--- src/fpos_pkg.sv ---
// constants for the flow pulse output select block
// Operation
// - five selectable pulse output sources
// - pick-up one source carries leading train
// - pick-up two source carries trailing train
// - combined source doubles pulse rate
// - direction source high forward, low reverse
// - limit source is static limit level
// - driver mode push-pull, sinking or sourcing
// - button selects three test states, LED shows
// - state one normal, LED pulses every 3 s
// - state two 10 Hz quadrature, out1 leads
// - state three 50 Hz, out2 leads
// - analog output is a 16-bit code
// - analog code refreshed at most every 100 ms
// - normal analog clamp at full scale +2.5%
// - error drives analog to full scale +10%
// - four voltage spans, 0-10 V default
package fpos_pkg;
  localparam int unsigned CLK_HZ = 40_000_000;
  // apb map
  localparam logic [7:0] OFS_CTRL = 8'h00;
  localparam logic [7:0] OFS_ANA  = 8'h04;
  localparam logic [7:0] OFS_STAT = 8'h08;
  localparam logic [7:0] OFS_IRQ  = 8'h0C;
  localparam logic [7:0] OFS_MASK = 8'h10;
  localparam logic [7:0] OFS_CODE = 8'h14;
  // ctrl fields
  localparam int CTL_SRC_LSB  = 0;
  localparam int CTL_DRV_LSB  = 4;
  localparam int CTL_SPAN_LSB = 8;
  localparam int CTL_ERR_BIT  = 12;
  localparam logic [31:0] CTRL_RST = 32'h0000_0200;
  // irq bits: 0 test state change, 1 analog update, 2 clamp hit
  localparam int IRQ_W = 3;
  // timing
  localparam int unsigned LED_MS     = 3000;
  localparam int unsigned ANA_MS     = 100;
  localparam int unsigned T10_HZ     = 10;
  localparam int unsigned T50_HZ     = 50;
  localparam int unsigned DEB_MS     = 20;
  localparam int unsigned LED_ON_MS  = 100;
  localparam int unsigned ANA_CYC    = CLK_HZ / 1000 * ANA_MS;
  localparam int unsigned LED_CYC    = CLK_HZ / 1000 * LED_MS;
  localparam int unsigned LEDON_CYC  = CLK_HZ / 1000 * LED_ON_MS;
  localparam int unsigned DEB_CYC    = CLK_HZ / 1000 * DEB_MS;
  // quarter period counts of the test trains
  localparam int unsigned Q10_CYC    = CLK_HZ / (4 * T10_HZ);
  localparam int unsigned Q50_CYC    = CLK_HZ / (4 * T50_HZ);
  // clamp levels in 1/1000 of full scale
  localparam int unsigned CLAMP_PM   = 1025;
  localparam int unsigned ERR_PM     = 1100;
  localparam logic [15:0] CODE_MAX   = 16'hFFFF;
  typedef enum logic [2:0]
  {
    SRC_P1   = 3'h0,
    SRC_P2   = 3'h1,
    SRC_BOTH = 3'h2,
    SRC_DIR  = 3'h3,
    SRC_LIM  = 3'h4
  } fpos_src_t;
  typedef enum logic [1:0]
  {
    DRV_PP  = 2'h0,
    DRV_SNK = 2'h1,
    DRV_SRC = 2'h2
  } fpos_drv_t;
  typedef enum logic [1:0]
  {
    SPAN_0_5  = 2'h0,
    SPAN_1_5  = 2'h1,
    SPAN_0_10 = 2'h2,
    SPAN_2_10 = 2'h3
  } fpos_span_t;
  // gray coded test states
  typedef enum logic [1:0]
  {
    TST_NORM = 2'b00,
    TST_F10  = 2'b01,
    TST_F50  = 2'b11
  } fpos_tst_t;
endpackage

--- src/fpos_top.sv ---
// flow pulse output select, test mode and analog code path
//
// Register access over APB and the address map were left to the implementer.
`timescale 1ns/1ps
`default_nettype none
module fpos_top
#(
  parameter int unsigned ANA_CYC   = fpos_pkg::ANA_CYC,
  parameter int unsigned LED_CYC   = fpos_pkg::LED_CYC,
  parameter int unsigned LEDON_CYC = fpos_pkg::LEDON_CYC,
  parameter int unsigned DEB_CYC   = fpos_pkg::DEB_CYC,
  parameter int unsigned Q10_CYC   = fpos_pkg::Q10_CYC,
  parameter int unsigned Q50_CYC   = fpos_pkg::Q50_CYC
)
(
  input  wire logic        pclk,
  input  wire logic        presetn,
  input  wire logic        psel,
  input  wire logic        penable,
  input  wire logic        pwrite,
  input  wire logic [7:0]  paddr,
  input  wire logic [31:0] pwdata,
  output logic      [31:0] prdata,
  output logic             pready,
  output logic             pslverr,
  input  wire logic        pickup1,
  input  wire logic        pickup2,
  input  wire logic        flow_fwd,
  input  wire logic        limit_hit,
  input  wire logic        test_btn,
  output logic             pulse_out1_o,
  output logic             pulse_out1_oe,
  output logic             pulse_out2_o,
  output logic             pulse_out2_oe,
  output logic             led_green,
  output logic [1:0]       test_state,
  output logic [15:0]      ana_code,
  output logic [1:0]       ana_span,
  output logic             irq
);
  import fpos_pkg::*;

  logic [31:0] ctrl_r;
  logic [15:0] ana_req_r;
  logic [IRQ_W-1:0] stat_r, stat_nxt, mask_r;
  fpos_tst_t tst_r, tst_nxt;

  // apb decode, zero wait state
  wire acc    = psel & penable;
  wire wr     = acc & pwrite;
  wire rd     = acc & ~pwrite;
  wire hit_c  = paddr == OFS_CTRL;
  wire hit_a  = paddr == OFS_ANA;
  wire hit_s  = paddr == OFS_STAT;
  wire hit_i  = paddr == OFS_IRQ;
  wire hit_m  = paddr == OFS_MASK;
  wire hit_k  = paddr == OFS_CODE;
  wire mapped = hit_c | hit_a | hit_s | hit_i | hit_m | hit_k;

  wire [2:0]  src_sel  = ctrl_r[CTL_SRC_LSB +: 3];
  wire [1:0]  drv_sel  = ctrl_r[CTL_DRV_LSB +: 2];
  wire [1:0]  span_sel = ctrl_r[CTL_SPAN_LSB +: 2];
  wire        err_flag = ctrl_r[CTL_ERR_BIT];

  always_ff @(posedge pclk or negedge presetn)
  begin
    if (!presetn)
    begin
      ctrl_r    <= CTRL_RST;
      ana_req_r <= 16'h0000;
      mask_r    <= '0;
    end
    else if (wr)
    begin
      if (hit_c) ctrl_r    <= pwdata;
      if (hit_a) ana_req_r <= pwdata[15:0];
      if (hit_m) mask_r    <= pwdata[IRQ_W-1:0];
    end
  end

  // button debounce: stable level held for DEB_CYC
  logic        btn_r, btn_prev_r;
  logic [31:0] deb_cnt_r;
  wire btn_press = btn_r & ~btn_prev_r;
  always_ff @(posedge pclk or negedge presetn)
  begin
    if (!presetn)
    begin
      btn_r      <= 1'b0;
      btn_prev_r <= 1'b0;
      deb_cnt_r  <= '0;
    end
    else
    begin
      btn_prev_r <= btn_r;
      if (test_btn == btn_r)
        deb_cnt_r <= '0;
      else if (deb_cnt_r >= DEB_CYC - 1)
      begin
        btn_r     <= test_btn;
        deb_cnt_r <= '0;
      end
      else
        deb_cnt_r <= deb_cnt_r + 32'd1;
    end
  end

  always_comb
  begin
    tst_nxt = tst_r;
    if (btn_press)
    begin
      unique case (tst_r)
        TST_NORM: tst_nxt = TST_F10;
        TST_F10:  tst_nxt = TST_F50;
        TST_F50:  tst_nxt = TST_NORM;
        default:  tst_nxt = TST_NORM;
      endcase
    end
  end
  always_ff @(posedge pclk or negedge presetn)
  begin
    if (!presetn) tst_r <= TST_NORM;
    else          tst_r <= tst_nxt;
  end

  // quadrature test generator: phase counter steps each quarter period
  logic [31:0] q_cnt_r;
  logic [1:0]  q_ph_r;
  wire [31:0] q_len = (tst_r == TST_F50) ? Q50_CYC : Q10_CYC;
  wire        q_step = q_cnt_r >= q_len - 1;
  always_ff @(posedge pclk or negedge presetn)
  begin
    if (!presetn)
    begin
      q_cnt_r <= '0;
      q_ph_r  <= 2'b00;
    end
    else if (tst_r == TST_NORM || tst_r != tst_nxt)
    begin
      q_cnt_r <= '0;
      q_ph_r  <= 2'b00;
    end
    else if (q_step)
    begin
      q_cnt_r <= '0;
      q_ph_r  <= q_ph_r + 2'd1;
    end
    else
      q_cnt_r <= q_cnt_r + 32'd1;
  end
  // q_a is high in phases 0 and 1, q_b in 1 and 2: q_a leads a quarter
  wire q_a    = (q_ph_r == 2'd0) | (q_ph_r == 2'd1);
  wire q_b    = (q_ph_r == 2'd1) | (q_ph_r == 2'd2);

  logic sel_out1, sel_out2;
  always_comb
  begin
    unique case (src_sel)
      SRC_P1:
      begin
        sel_out1 = pickup1;
        sel_out2 = pickup2;
      end
      SRC_P2:
      begin
        sel_out1 = pickup2;
        sel_out2 = pickup1;
      end
      SRC_BOTH:
      begin
        sel_out1 = pickup1 ^ pickup2;
        sel_out2 = pickup1 ^ pickup2;
      end
      SRC_DIR:
      begin
        sel_out1 = flow_fwd;
        sel_out2 = flow_fwd;
      end
      SRC_LIM:
      begin
        sel_out1 = limit_hit;
        sel_out2 = limit_hit;
      end
      default:
      begin
        sel_out1 = 1'b0;
        sel_out2 = 1'b0;
      end
    endcase
  end

  // out1 leads in 10 Hz; out2 leads in 50 Hz
  wire lvl1 = (tst_r == TST_NORM) ? sel_out1 :
              (tst_r == TST_F10)  ? q_a : q_b;
  wire lvl2 = (tst_r == TST_NORM) ? sel_out2 :
              (tst_r == TST_F10)  ? q_b : q_a;

  // driver style: sinking only pulls low, sourcing only drives high
  function automatic logic drv_en(input logic [1:0] m, input logic v);
    drv_en = (m == DRV_SNK) ? ~v : (m == DRV_SRC) ? v : 1'b1;
  endfunction

  // led: short blink every LED_CYC in normal, steady while testing
  logic [31:0] led_cnt_r;
  always_ff @(posedge pclk or negedge presetn)
  begin
    if (!presetn)
      led_cnt_r <= '0;
    else if (led_cnt_r >= LED_CYC - 1)
      led_cnt_r <= '0;
    else
      led_cnt_r <= led_cnt_r + 32'd1;
  end
  wire led_nxt = (tst_r == TST_NORM) ? (led_cnt_r < LEDON_CYC) : 1'b1;

  // clamp or error level, then update every ANA_CYC
  // error level is the top code, so both levels share one full scale
  logic [15:0] clamp_lvl;
  assign clamp_lvl = 16'((32'(CODE_MAX) * CLAMP_PM) / ERR_PM);
  wire [15:0] err_lvl  = CODE_MAX;
  wire        over     = ana_req_r > clamp_lvl;
  wire [15:0] code_nxt = err_flag ? err_lvl : (over ? clamp_lvl : ana_req_r);
  logic [31:0] ana_cnt_r;
  wire ana_tick = ana_cnt_r >= ANA_CYC - 1;
  always_ff @(posedge pclk or negedge presetn)
  begin
    if (!presetn) ana_cnt_r <= '0;
    else if (ana_tick) ana_cnt_r <= '0;
    else ana_cnt_r <= ana_cnt_r + 32'd1;
  end

  // interrupt status: set wins over read clear
  wire [IRQ_W-1:0] ev = {ana_tick & over & ~err_flag, ana_tick,
                         tst_r != tst_nxt};
  assign stat_nxt = ((rd & hit_i) ? '0 : stat_r) | ev;

  // status read shows events of the setup cycle, which the clear drops
  wire [31:0] rd_word = hit_c ? ctrl_r :
                        hit_a ? {16'h0000, ana_req_r} :
                        hit_s ? {27'h000_0000, tst_r, src_sel} :
                        hit_i ? {29'h0000_0000, stat_nxt} :
                        hit_m ? {29'h0000_0000, mask_r} :
                        hit_k ? {16'h0000, ana_code} : 32'h0000_0000;

  always_ff @(posedge pclk or negedge presetn)
  begin
    if (!presetn)
    begin
      stat_r        <= '0;
      ana_code      <= 16'h0000;
      ana_span      <= SPAN_0_10;
      pulse_out1_o  <= 1'b0;
      pulse_out1_oe <= 1'b0;
      pulse_out2_o  <= 1'b0;
      pulse_out2_oe <= 1'b0;
      led_green     <= 1'b0;
      test_state    <= TST_NORM;
      irq           <= 1'b0;
      prdata        <= '0;
      pready        <= 1'b0;
      pslverr       <= 1'b0;
    end
    else
    begin
      stat_r        <= stat_nxt;
      // 16-bit code refreshed on the interval tick
      if (ana_tick) ana_code <= code_nxt;
      // span follows ctrl, 0-10 V after reset
      ana_span      <= span_sel;
      pulse_out1_o  <= lvl1;
      pulse_out1_oe <= drv_en(drv_sel, lvl1);
      pulse_out2_o  <= lvl2;
      pulse_out2_oe <= drv_en(drv_sel, lvl2);
      led_green     <= led_nxt;
      test_state    <= tst_r;
      irq           <= |(stat_nxt & mask_r);
      pready        <= psel & ~penable;
      pslverr       <= psel & ~penable & ~mapped;
      prdata        <= rd_word;
    end
  end

  // assertions
  a_irq_level: assert property (@(posedge pclk)
    disable iff (!presetn)
    1'b1 |=> irq == |($past(stat_nxt) & $past(mask_r)))
    else $error("irq level wrong");
  a_state_cycle: assert property (@(posedge pclk)
    disable iff (!presetn)
    btn_press && tst_r == TST_F50 |=> tst_r == TST_NORM)
    else $error("test state did not wrap");
  a_state_adv: assert property (@(posedge pclk)
    disable iff (!presetn)
    btn_press && tst_r == TST_NORM |=> tst_r == TST_F10)
    else $error("test state did not advance");
  a_led_test: assert property (@(posedge pclk)
    disable iff (!presetn)
    test_state != TST_NORM |-> led_green)
    else $error("led not steady in test state");
  a_p1_src: assert property (@(posedge pclk)
    disable iff (!presetn || tst_r != TST_NORM)
    src_sel == SRC_P1 |=> pulse_out1_o == $past(pickup1))
    else $error("pick-up one output wrong");
  a_p2_src: assert property (@(posedge pclk)
    disable iff (!presetn || tst_r != TST_NORM)
    src_sel == SRC_P2 |=> pulse_out1_o == $past(pickup2))
    else $error("pick-up two output wrong");
  a_both_src: assert property (@(posedge pclk)
    disable iff (!presetn || tst_r != TST_NORM)
    src_sel == SRC_BOTH |=> pulse_out1_o == ($past(pickup1) ^ $past(pickup2)))
    else $error("combined output wrong");
  a_dir_src: assert property (@(posedge pclk)
    disable iff (!presetn)
    tst_r == TST_NORM && src_sel == SRC_DIR |=>
    pulse_out1_o == $past(flow_fwd))
    else $error("direction output wrong");
  a_lim_src: assert property (@(posedge pclk)
    disable iff (!presetn)
    tst_r == TST_NORM && src_sel == SRC_LIM |=>
    pulse_out2_o == $past(limit_hit))
    else $error("limit output wrong");
  a_lead_10: assert property (@(posedge pclk)
    disable iff (!presetn)
    test_state == TST_F10 && $rose(pulse_out1_o) |-> !pulse_out2_o)
    else $error("10 Hz phase order wrong");
  a_lead_50: assert property (@(posedge pclk)
    disable iff (!presetn)
    test_state == TST_F50 && $rose(pulse_out1_o) |-> pulse_out2_o)
    else $error("50 Hz phase order wrong");
  a_span_follow: assert property (@(posedge pclk)
    disable iff (!presetn)
    1'b1 |=> ana_span == $past(span_sel))
    else $error("span output wrong");
  a_code_hold: assert property (@(posedge pclk)
    disable iff (!presetn)
    !ana_tick |=> $stable(ana_code))
    else $error("analog code changed early");
  a_err_level: assert property (@(posedge pclk)
    disable iff (!presetn)
    ana_tick && err_flag |=> ana_code == err_lvl)
    else $error("error level not driven");
  a_clamp_lvl: assert property (@(posedge pclk)
    disable iff (!presetn)
    ana_tick && !err_flag |=> ana_code <= clamp_lvl)
    else $error("clamp exceeded");
  a_sink_mode: assert property (@(posedge pclk)
    disable iff (!presetn)
    drv_sel == DRV_SNK |=> !(pulse_out1_oe && pulse_out1_o))
    else $error("sinking driver drove high");
  c_test10: cover property (@(posedge pclk) tst_r == TST_F10 && q_step);
  c_test50: cover property (@(posedge pclk) tst_r == TST_F50 && q_step);
  c_irq:    cover property (@(posedge pclk) irq);
  c_clamp:  cover property (@(posedge pclk) ana_tick && over && !err_flag);
  c_error:  cover property (@(posedge pclk) ana_tick && err_flag);
endmodule
`default_nettype wire

--- config.mk ---
export PLATFORM = sky130hd
export DESIGN_NAME = fpos_top
export DESIGN_NICKNAME = d
export VERILOG_FILES = /design/src/fpos_pkg.sv /design/src/fpos_top.sv
export SDC_FILE = /design/constraint.sdc
export NUM_CORES = 1
export LEC_CHECK = 0
export ABC_AREA = 0
export ABC_CLOCK_PERIOD_IN_PS = 2350
export BUFFER_PORTS_ARGS = -buffer_cell sky130_fd_sc_hd__buf_2
export CORE_ASPECT_RATIO = 1.2
export CORE_UTILIZATION = 40
export DETAILED_ROUTE_END_ITERATION = 7
export GPL_TIMING_DRIVEN = 0
export HOLD_SLACK_MARGIN = 0.1
export SLEW_MARGIN = 10
export SYNTH_ARGS = -nofsm -noshare
export SYNTH_HDL_FRONTEND = slang
export SYNTH_SLANG_ARGS = --single-unit
--- constraint.sdc ---
create_clock -name pclk -period 2.35 [get_ports pclk]
set_input_delay 0.3525 -clock pclk [delete_from_list [all_inputs] [get_ports pclk]]
set_output_delay 0.3525 -clock pclk [all_outputs]
set_load 0.01 [all_outputs]
==> metrics.yaml, run 1 <==
run_status:
  status: "completed"
sta:
  fin_crit_sh_pct: 96.4
  worst_pin_slew_ns: 1.02
  skew_ns: 0.0256
  max_freq_mhz: 441
  holdWs_ns: 0.127
  period_needed_ns: 2.27
  setup-violations-final: 0
  setup_ws_ns: 0.0836
  slew_viol_final: 0
  max_slew_margin_pct: 31.8
  final-hold-violation-count: 0
worst_setup_path:
  cp.arrival_ns: 2.66
  worstReg2RegStart: "tst_r[1]"
  cp.buffers_inverters: 2
  critical_path.startpoint_type: "flop"
  critPathKind: "reg -> reg"
  critPathMaxFanout: 4
  path_cells: "clkbuf_8 -> nand2_4 -> inv_4 -> ha_2 -> or4_4 -> a2111oi_4 -> o311ai_4 -> mux2_4"
  critical_path.startpoint: "tst_r[1]"
  endpoint_kind: "flop"
  slowest_delay_ns: 0.42
  cp.required_ns: 2.75
  cpMaxStageDelayCell: "or4_4"
  cpLargestDelayFamily: "compound AO/OA/AOI/OAI gates"
synthesis:
  ys_seq_area_share_pct: 59.1
  synth_edf_count: 0
  synth_top_family_by_area: "simple AND/OR/NAND/NOR gates"
  ys_warn_count: 0
  synth-simple-area-share_pct: 16.5
  synthTopCellsByCount: "dfrtp_1, nor2_1, a21oi_1, mux2_2, xor2_1"
  synth_flop_cell: "dfrtp_1"
  synth_compound_area_share_pct: 6.74
  muxShareOfSynthArea_pct: 7.43
  yosysUniqueCellTypes: 62
  synth_area_leaders: "dfrtp_1, nor2_1, mux2_2, xor2_1, xnor2_1"
  synth_largest_area_cell: "dfrtp_1"
  yosysMostFrequentCell: "dfrtp_1"
  syn_area_per_cell_sq_um: 11.4
  synth_top_area_share_pct: 58.6
  synth_xor_area_share_pct: 6.34
  synth-seq-cells: 248
  netlist_area_sq_um: 10500
  synth_fa_ha_area_share_pct: 1.55
  netlist_instances: 922
  ys_async_sr_fraction_pct: 100
drt:
  via_per_inst: 4.99
  drtIter0Drc: 331
  num_vias: 7401
  drtAntennaViolNets: 0
  drc_errors: 0
  first_pass_iters: 5
  wirelength_mm: 23.3
  wl_per_cell_um: 15.7
power_and_ir_drop:
  clkPwrFrac_pct: 47.4
  p_sw_mw: 2.11
  internal_power_mw: 7.48
  p_seq_share_pct: 46.3
  finalPower_mw: 9.59
  combPwrFrac_pct: 6.4
  power.density_nw_per_um2: 735
  netSwitchingFraction_pct: 22.0
  ir_drop_uv: 659
  p_leak_nw: 6.10
grt:
  grt_use_met1_pct: 23.6
  grt_max_degree: 112
  busiest_layer: "met2"
  grt_pass1_vias: 7498
  track_usage_pct: 17.7
  grt_overflow_total: 0
  grt.met2_usage_pct: 29.5
  grt_pass1_wl_mm: 38.3
  grtUsageMet3_pct: 3.05
  antenna_found_initial: 0
hold_path:
  min_from: "pwdata[1]"
  hold_class: "in -> reg"
floorplanning:
  die_width_um: 150
  die-area_sq_um: 26900
  num_io_pins: 110
  initial_core_util_pct: 41.0
  core_sq_um: 25600
  die_y_um: 180
  row_count: 64
placement:
  place.gp.congestion: 0.828
  port-buffer-count: 108
  pre_cts_ws_ns: -0.559
  place_hpwl_mm: 15.9
clocking:
  clockRootBuffer: "clkbuf_16"
  clk_pin_slew_worst_paths_ns: 0.07
  htreeDepth: 1
  numCtsBuffers: 26
  clk_latency_ns: 0.53
  clock_path_buffers: 3
  cts_tree: "yes"
  clock_sinks: 248
final_layout:
  syn2layout_area_growth_pct: 24.2
  final_nets: 1196
  diodes: 0
  final.fill_count: 2342
  multi_input_area_sq_um: 4230
  drive_gt1_share_pct: 21.9
  seq_area_sq_um: 6210
job:
  cap_violations: 0
## placed cells by master (no fill, tap or decap), drive strengths merged, types with 32 or more instances in the layout
cell	Yosys	routed
a21oi	50	50
buf	19	134
clkbuf	9	38
conb	1	38
dfrtp	246	246
dlygate4sd3	0	32
mux2	53	53
nand2	40	40
nand3	38	38
nor2	163	163
xnor2	32	32
xor2	44	44
## per-stage QoR
stage	cell area [sq um]	utilization, %	instances	TNS [ns]
4_1_cts	13000	50.8	1483	0
3_5_place_dp	11700	45.6	1400	-14.15
2_1_floorplan	10700	-	959	0
6_report	13000	50.9	1483	0
5_1_grt	13000	50.9	1483	-0.117
3_3_place_gp	11600	45.3	1397	-896.91
## flip-flops by register name (all words and copies together) (netlist names), 3 cells and up
register and count:
ana_cnt_r 32, stat_r 3, led_cnt_r 32, ctrl_r 32, deb_cnt_r 32, prdata 32
ana_req_r 16, q_cnt_r 32, ana_code 16, mask_r 3
## power groups by stage
stage	clock network (mW)	logic, mW	registers (mW)
CTS	4.66	0.618	4.44
global route	4.82	0.675	4.45
floorplan	0	0.247	4.52
detailed placement	0	0.542	4.51
finish	4.54	0.610	4.44
global placement	0	0.519	4.51
## logic make-up (layout without fill, tap and decap cells)
kind of cell,after synthesis,after routing
AND/OR/NAND/NOR,357,357
flip-flops,248,248
AO/OA/AOI/OAI,110,110
XOR/XNOR,76,76
multiplexers,71,71
buffers and inverters,46,240
adder cells (fa/ha/maj),13,13
other,1,38
## worst paths after layout
check | slack [ns] | to | depth (start not counted)
hold reg to reg | 0.40 | ana_span[1] | 0
hold / removal | 0.13 | ctrl_r[1] | 2
min in group asynchronous | 0.32 | led_cnt_r[2] | 2
max in group asynchronous | 1.17 | tst_r[0] | 3
setup reg to reg | 0.08 | q_ph_r[0] | 8
setup / recovery | 0.08 | q_ph_r[0] | 8
## per-layer routing
layer	vias to the layer above	wire [um]
met5	-	0
met4	0	466
met3	34	1040
met2	149	11300
met1	3645	10500
li1	3573	-
## area by class of cell
class	count	share of cell area, %
sequential	248	47.6
multi-input combinational	665	32.5
timing repair buffer	147	7.39
clock buffer	30	5.50
tap	330	3.17
clock inverter	18	1.93
buffer	27	1.40
inverter	18	0.537
## timing repair
| item | 4_1_cts | 5_1_grt |
|---|---|---|
| buffers inserted | 4 | 0 |
| resized for setup | 10 | 3 |
| hold buffers | 32 | 0 |
| setup endpoints to repair | 59 | 35 |
| endpoints found under the hold margin | 85 | 0 |
| pin swaps | 3 | 1 |
Power figures use the tool's default switching activity.
==> run 2: changes to the inputs <==
--- a/config.mk
+++ b/config.mk
@@ -13,6 +13,7 @@
 export DETAILED_ROUTE_END_ITERATION = 7
 export GPL_TIMING_DRIVEN = 0
 export HOLD_SLACK_MARGIN = 0.1
+export PLACE_DENSITY = 0.63
 export SLEW_MARGIN = 10
 export SYNTH_ARGS = -nofsm -noshare
 export SYNTH_HDL_FRONTEND = slang
==> run 2 against run 1 <==
- count of clock-buffer cells in the layout grew 10
- critical endpoint unchanged
- final area grew 0.55%
- non-clock buffer count grew 3
- die area is the same
- setup slack lost 0.00072 ns
- final cell count grew 0.40%
- power grew 0.64%
- combinational power grew 4.4%
==> metrics.yaml, run 2 (synthesis gave the netlist of run 1 again) <==
floorplanning:
  die-area_sq_um: 26900
  row_count: 64
  die_width_um: 150
  die_y_um: 180
  num_io_pins: 110
  core_sq_um: 25600
  initial_core_util_pct: 41.0
power_and_ir_drop:
  combPwrFrac_pct: 6.6
  netSwitchingFraction_pct: 22.4
  ir_drop_uv: 610
  clkPwrFrac_pct: 47.3
  internal_power_mw: 7.49
  p_seq_share_pct: 46.1
  p_sw_mw: 2.16
  p_leak_nw: 6.11
  power.density_nw_per_um2: 736
placement:
  place_hpwl_mm: 16.1
  dp_cells: 1399
  port-buffer-count: 108
  place.gp.congestion: 0.859
  pre_cts_ws_ns: -0.553
drt:
  wirelength_mm: 23.7
  num_vias: 7436
  routed.top_layer: "met5"
  drtAntennaViolNets: 0
  drtIter0Drc: 301
  route.met2.wl_mm: 11.6
  drc_errors: 0
  met1Wirelength_mm: 10.4
  first_pass_iters: 4
  met3_length_mm: 1.16
  wl_per_cell_um: 15.9
  via_per_inst: 4.99
final_layout:
  syn2layout_area_growth_pct: 24.8
  mostFrequentLayoutCells: "dfrtp_1, nor2_1, buf_2"
  seq_area_sq_um: 6210
  final.fill_count: 2300
  multi_input_area_sq_um: 4250
  instances_no_fill: 1489
  drive_gt1_share_pct: 21.9
  layout.cells.most_common: "dfrtp_1"
  final_nets: 1200
sta:
  final-hold-violation-count: 0
  fin_crit_sh_pct: 96.5
  max_slew_margin_pct: 35.4
  slew_viol_final: 0
  period_needed_ns: 2.27
  rsz0062_at_grt: "false"
  skew_ns: 0.0164
  worst_pin_slew_ns: 0.962
  holdWs_ns: 0.132
  setup-violations-final: 0
  max_freq_mhz: 441
  setup_ws_ns: 0.0828
  fin_setup_tns_ns: 0
grt:
  track_usage_pct: 18.3
  grt_pass1_wl_mm: 39.4
  grt_pass1_vias: 7604
  antenna_found_initial: 2
  grt_max_degree: 102
  grt_overflow_total: 0
hold_path:
  hold-path-endpoint: "ctrl_r[1]"
  min_from: "pwdata[1]"
  hold_class: "in -> reg"
  worstHoldPathCells: 2
clocking:
  clock_sinks: 248
  numCtsBuffers: 27
  clk_pin_slew_worst_paths_ns: 0.06
  clk_latency_ns: 0.54
  cts_tree: "yes"
  htreeDepth: 1
  clock_path_buffers: 3
  clockRootBuffer: "clkbuf_16"
worst_setup_path:
  critPathKind: "reg -> reg"
  endpoint_kind: "flop"
  worstReg2RegStart: "tst_r[1]"
  critPathMaxFanout: 6
  cp.arrival_ns: 2.69
  critical_path.startpoint_type: "flop"
  worst-r2r-cell-count: 8
  rrSetupSlack_ns: 0.08
  cp.required_ns: 2.77
  r2r-end: "q_ph_r[0]"
job:
  cap_violations: 0
run_status:
  status: "completed"
[run 2: changes by cell type in the layout (fill, tap and decap cells not counted), moves of 2 or more]
| cell | before | now |
|---|---|---|
| ha_1 | 12 | 10 |
| bufinv_16 | 6 | 4 |
| clkbuf_1 | 7 | 11 |
| clkbuf_8 | 4 | 9 |
| clkinv_2 | 8 | 2 |
| buf_6 | 7 | 9 |
[run 2: critical path, stage by stage, from the launching register on]
cell and delay [ns]:
dfrtp_1 0.40, buf_8 0.14, nand2_8 0.06, inv_4 0.05
ha_2 0.17, or4_4 0.42, a2111oi_4 0.42, o311ai_4 0.18
mux2_4 0.33
[run 2: layer usage]
layer / global-route usage (%) / vias up
met5: 0 / -
met3: 3.02 / 35
met1: 24.3 / 3671
met4: 5.25 / 2
met2: 30.8 / 148
li1: - / 3580
[run 2: worst max path at each step]
stage	from	endpoint	slack, ns	cells past startpoint
global placement	presetn	deb_cnt_r[2]	-3.52	1
finish	tst_r[1]	q_ph_r[0]	0.08	8
CTS	tst_r[1]	q_ph_r[1]	0.002	11
floorplan	tst_r[0]	q_ph_r[0]	0.02	10
detailed placement	tst_r[0]	q_ph_r[0]	-0.55	10
global route	ana_cnt_r[0]	ana_code[8]	0.02	9
[run 2: timing repair]
action / 4_1_cts / 5_1_grt
gates resized for setup: 12 / 8
setup endpoints to repair: 62 / 68
hold endpoints to repair: 99 / 0
buffers inserted: 7 / 0
gates cloned: 1 / 0
hold buffers: 33 / 0
pin swaps: 3 / 1
[run 2: through the flow]
stage	total power, mW	area, sq um	util [%]
2_1_floorplan	4.77	10700	-
3_3_place_gp	5.04	11600	45.3
3_5_place_dp	5.07	11700	45.6
4_1_cts	9.74	13100	51.0
5_1_grt	10.0	13100	51.2
6_report	9.65	13100	51.2
[run 2: power by group through the flow]
| stage | Clock, mW | Sequential (mW) | Combinational [mW] |
|---|---|---|---|
| floorplan | 0 | 4.52 | 0.247 |
| global placement | 0 | 4.51 | 0.525 |
| detailed placement | 0 | 4.52 | 0.551 |
| CTS | 4.67 | 4.44 | 0.633 |
| global route | 4.86 | 4.45 | 0.708 |
| finish | 4.57 | 4.44 | 0.637 |
[run 2: final cells by class]
class                      count  share of cell area (%)
sequential                   248                    47.4
multi-input combinational    665                    32.4
timing repair buffer         150                    7.55
clock buffer                  40                    6.21
tap                          330                    3.15
buffer                        27                    1.45
clock inverter                10                    1.30
inverter                      18                   0.534
antenna                        1                  0.0191
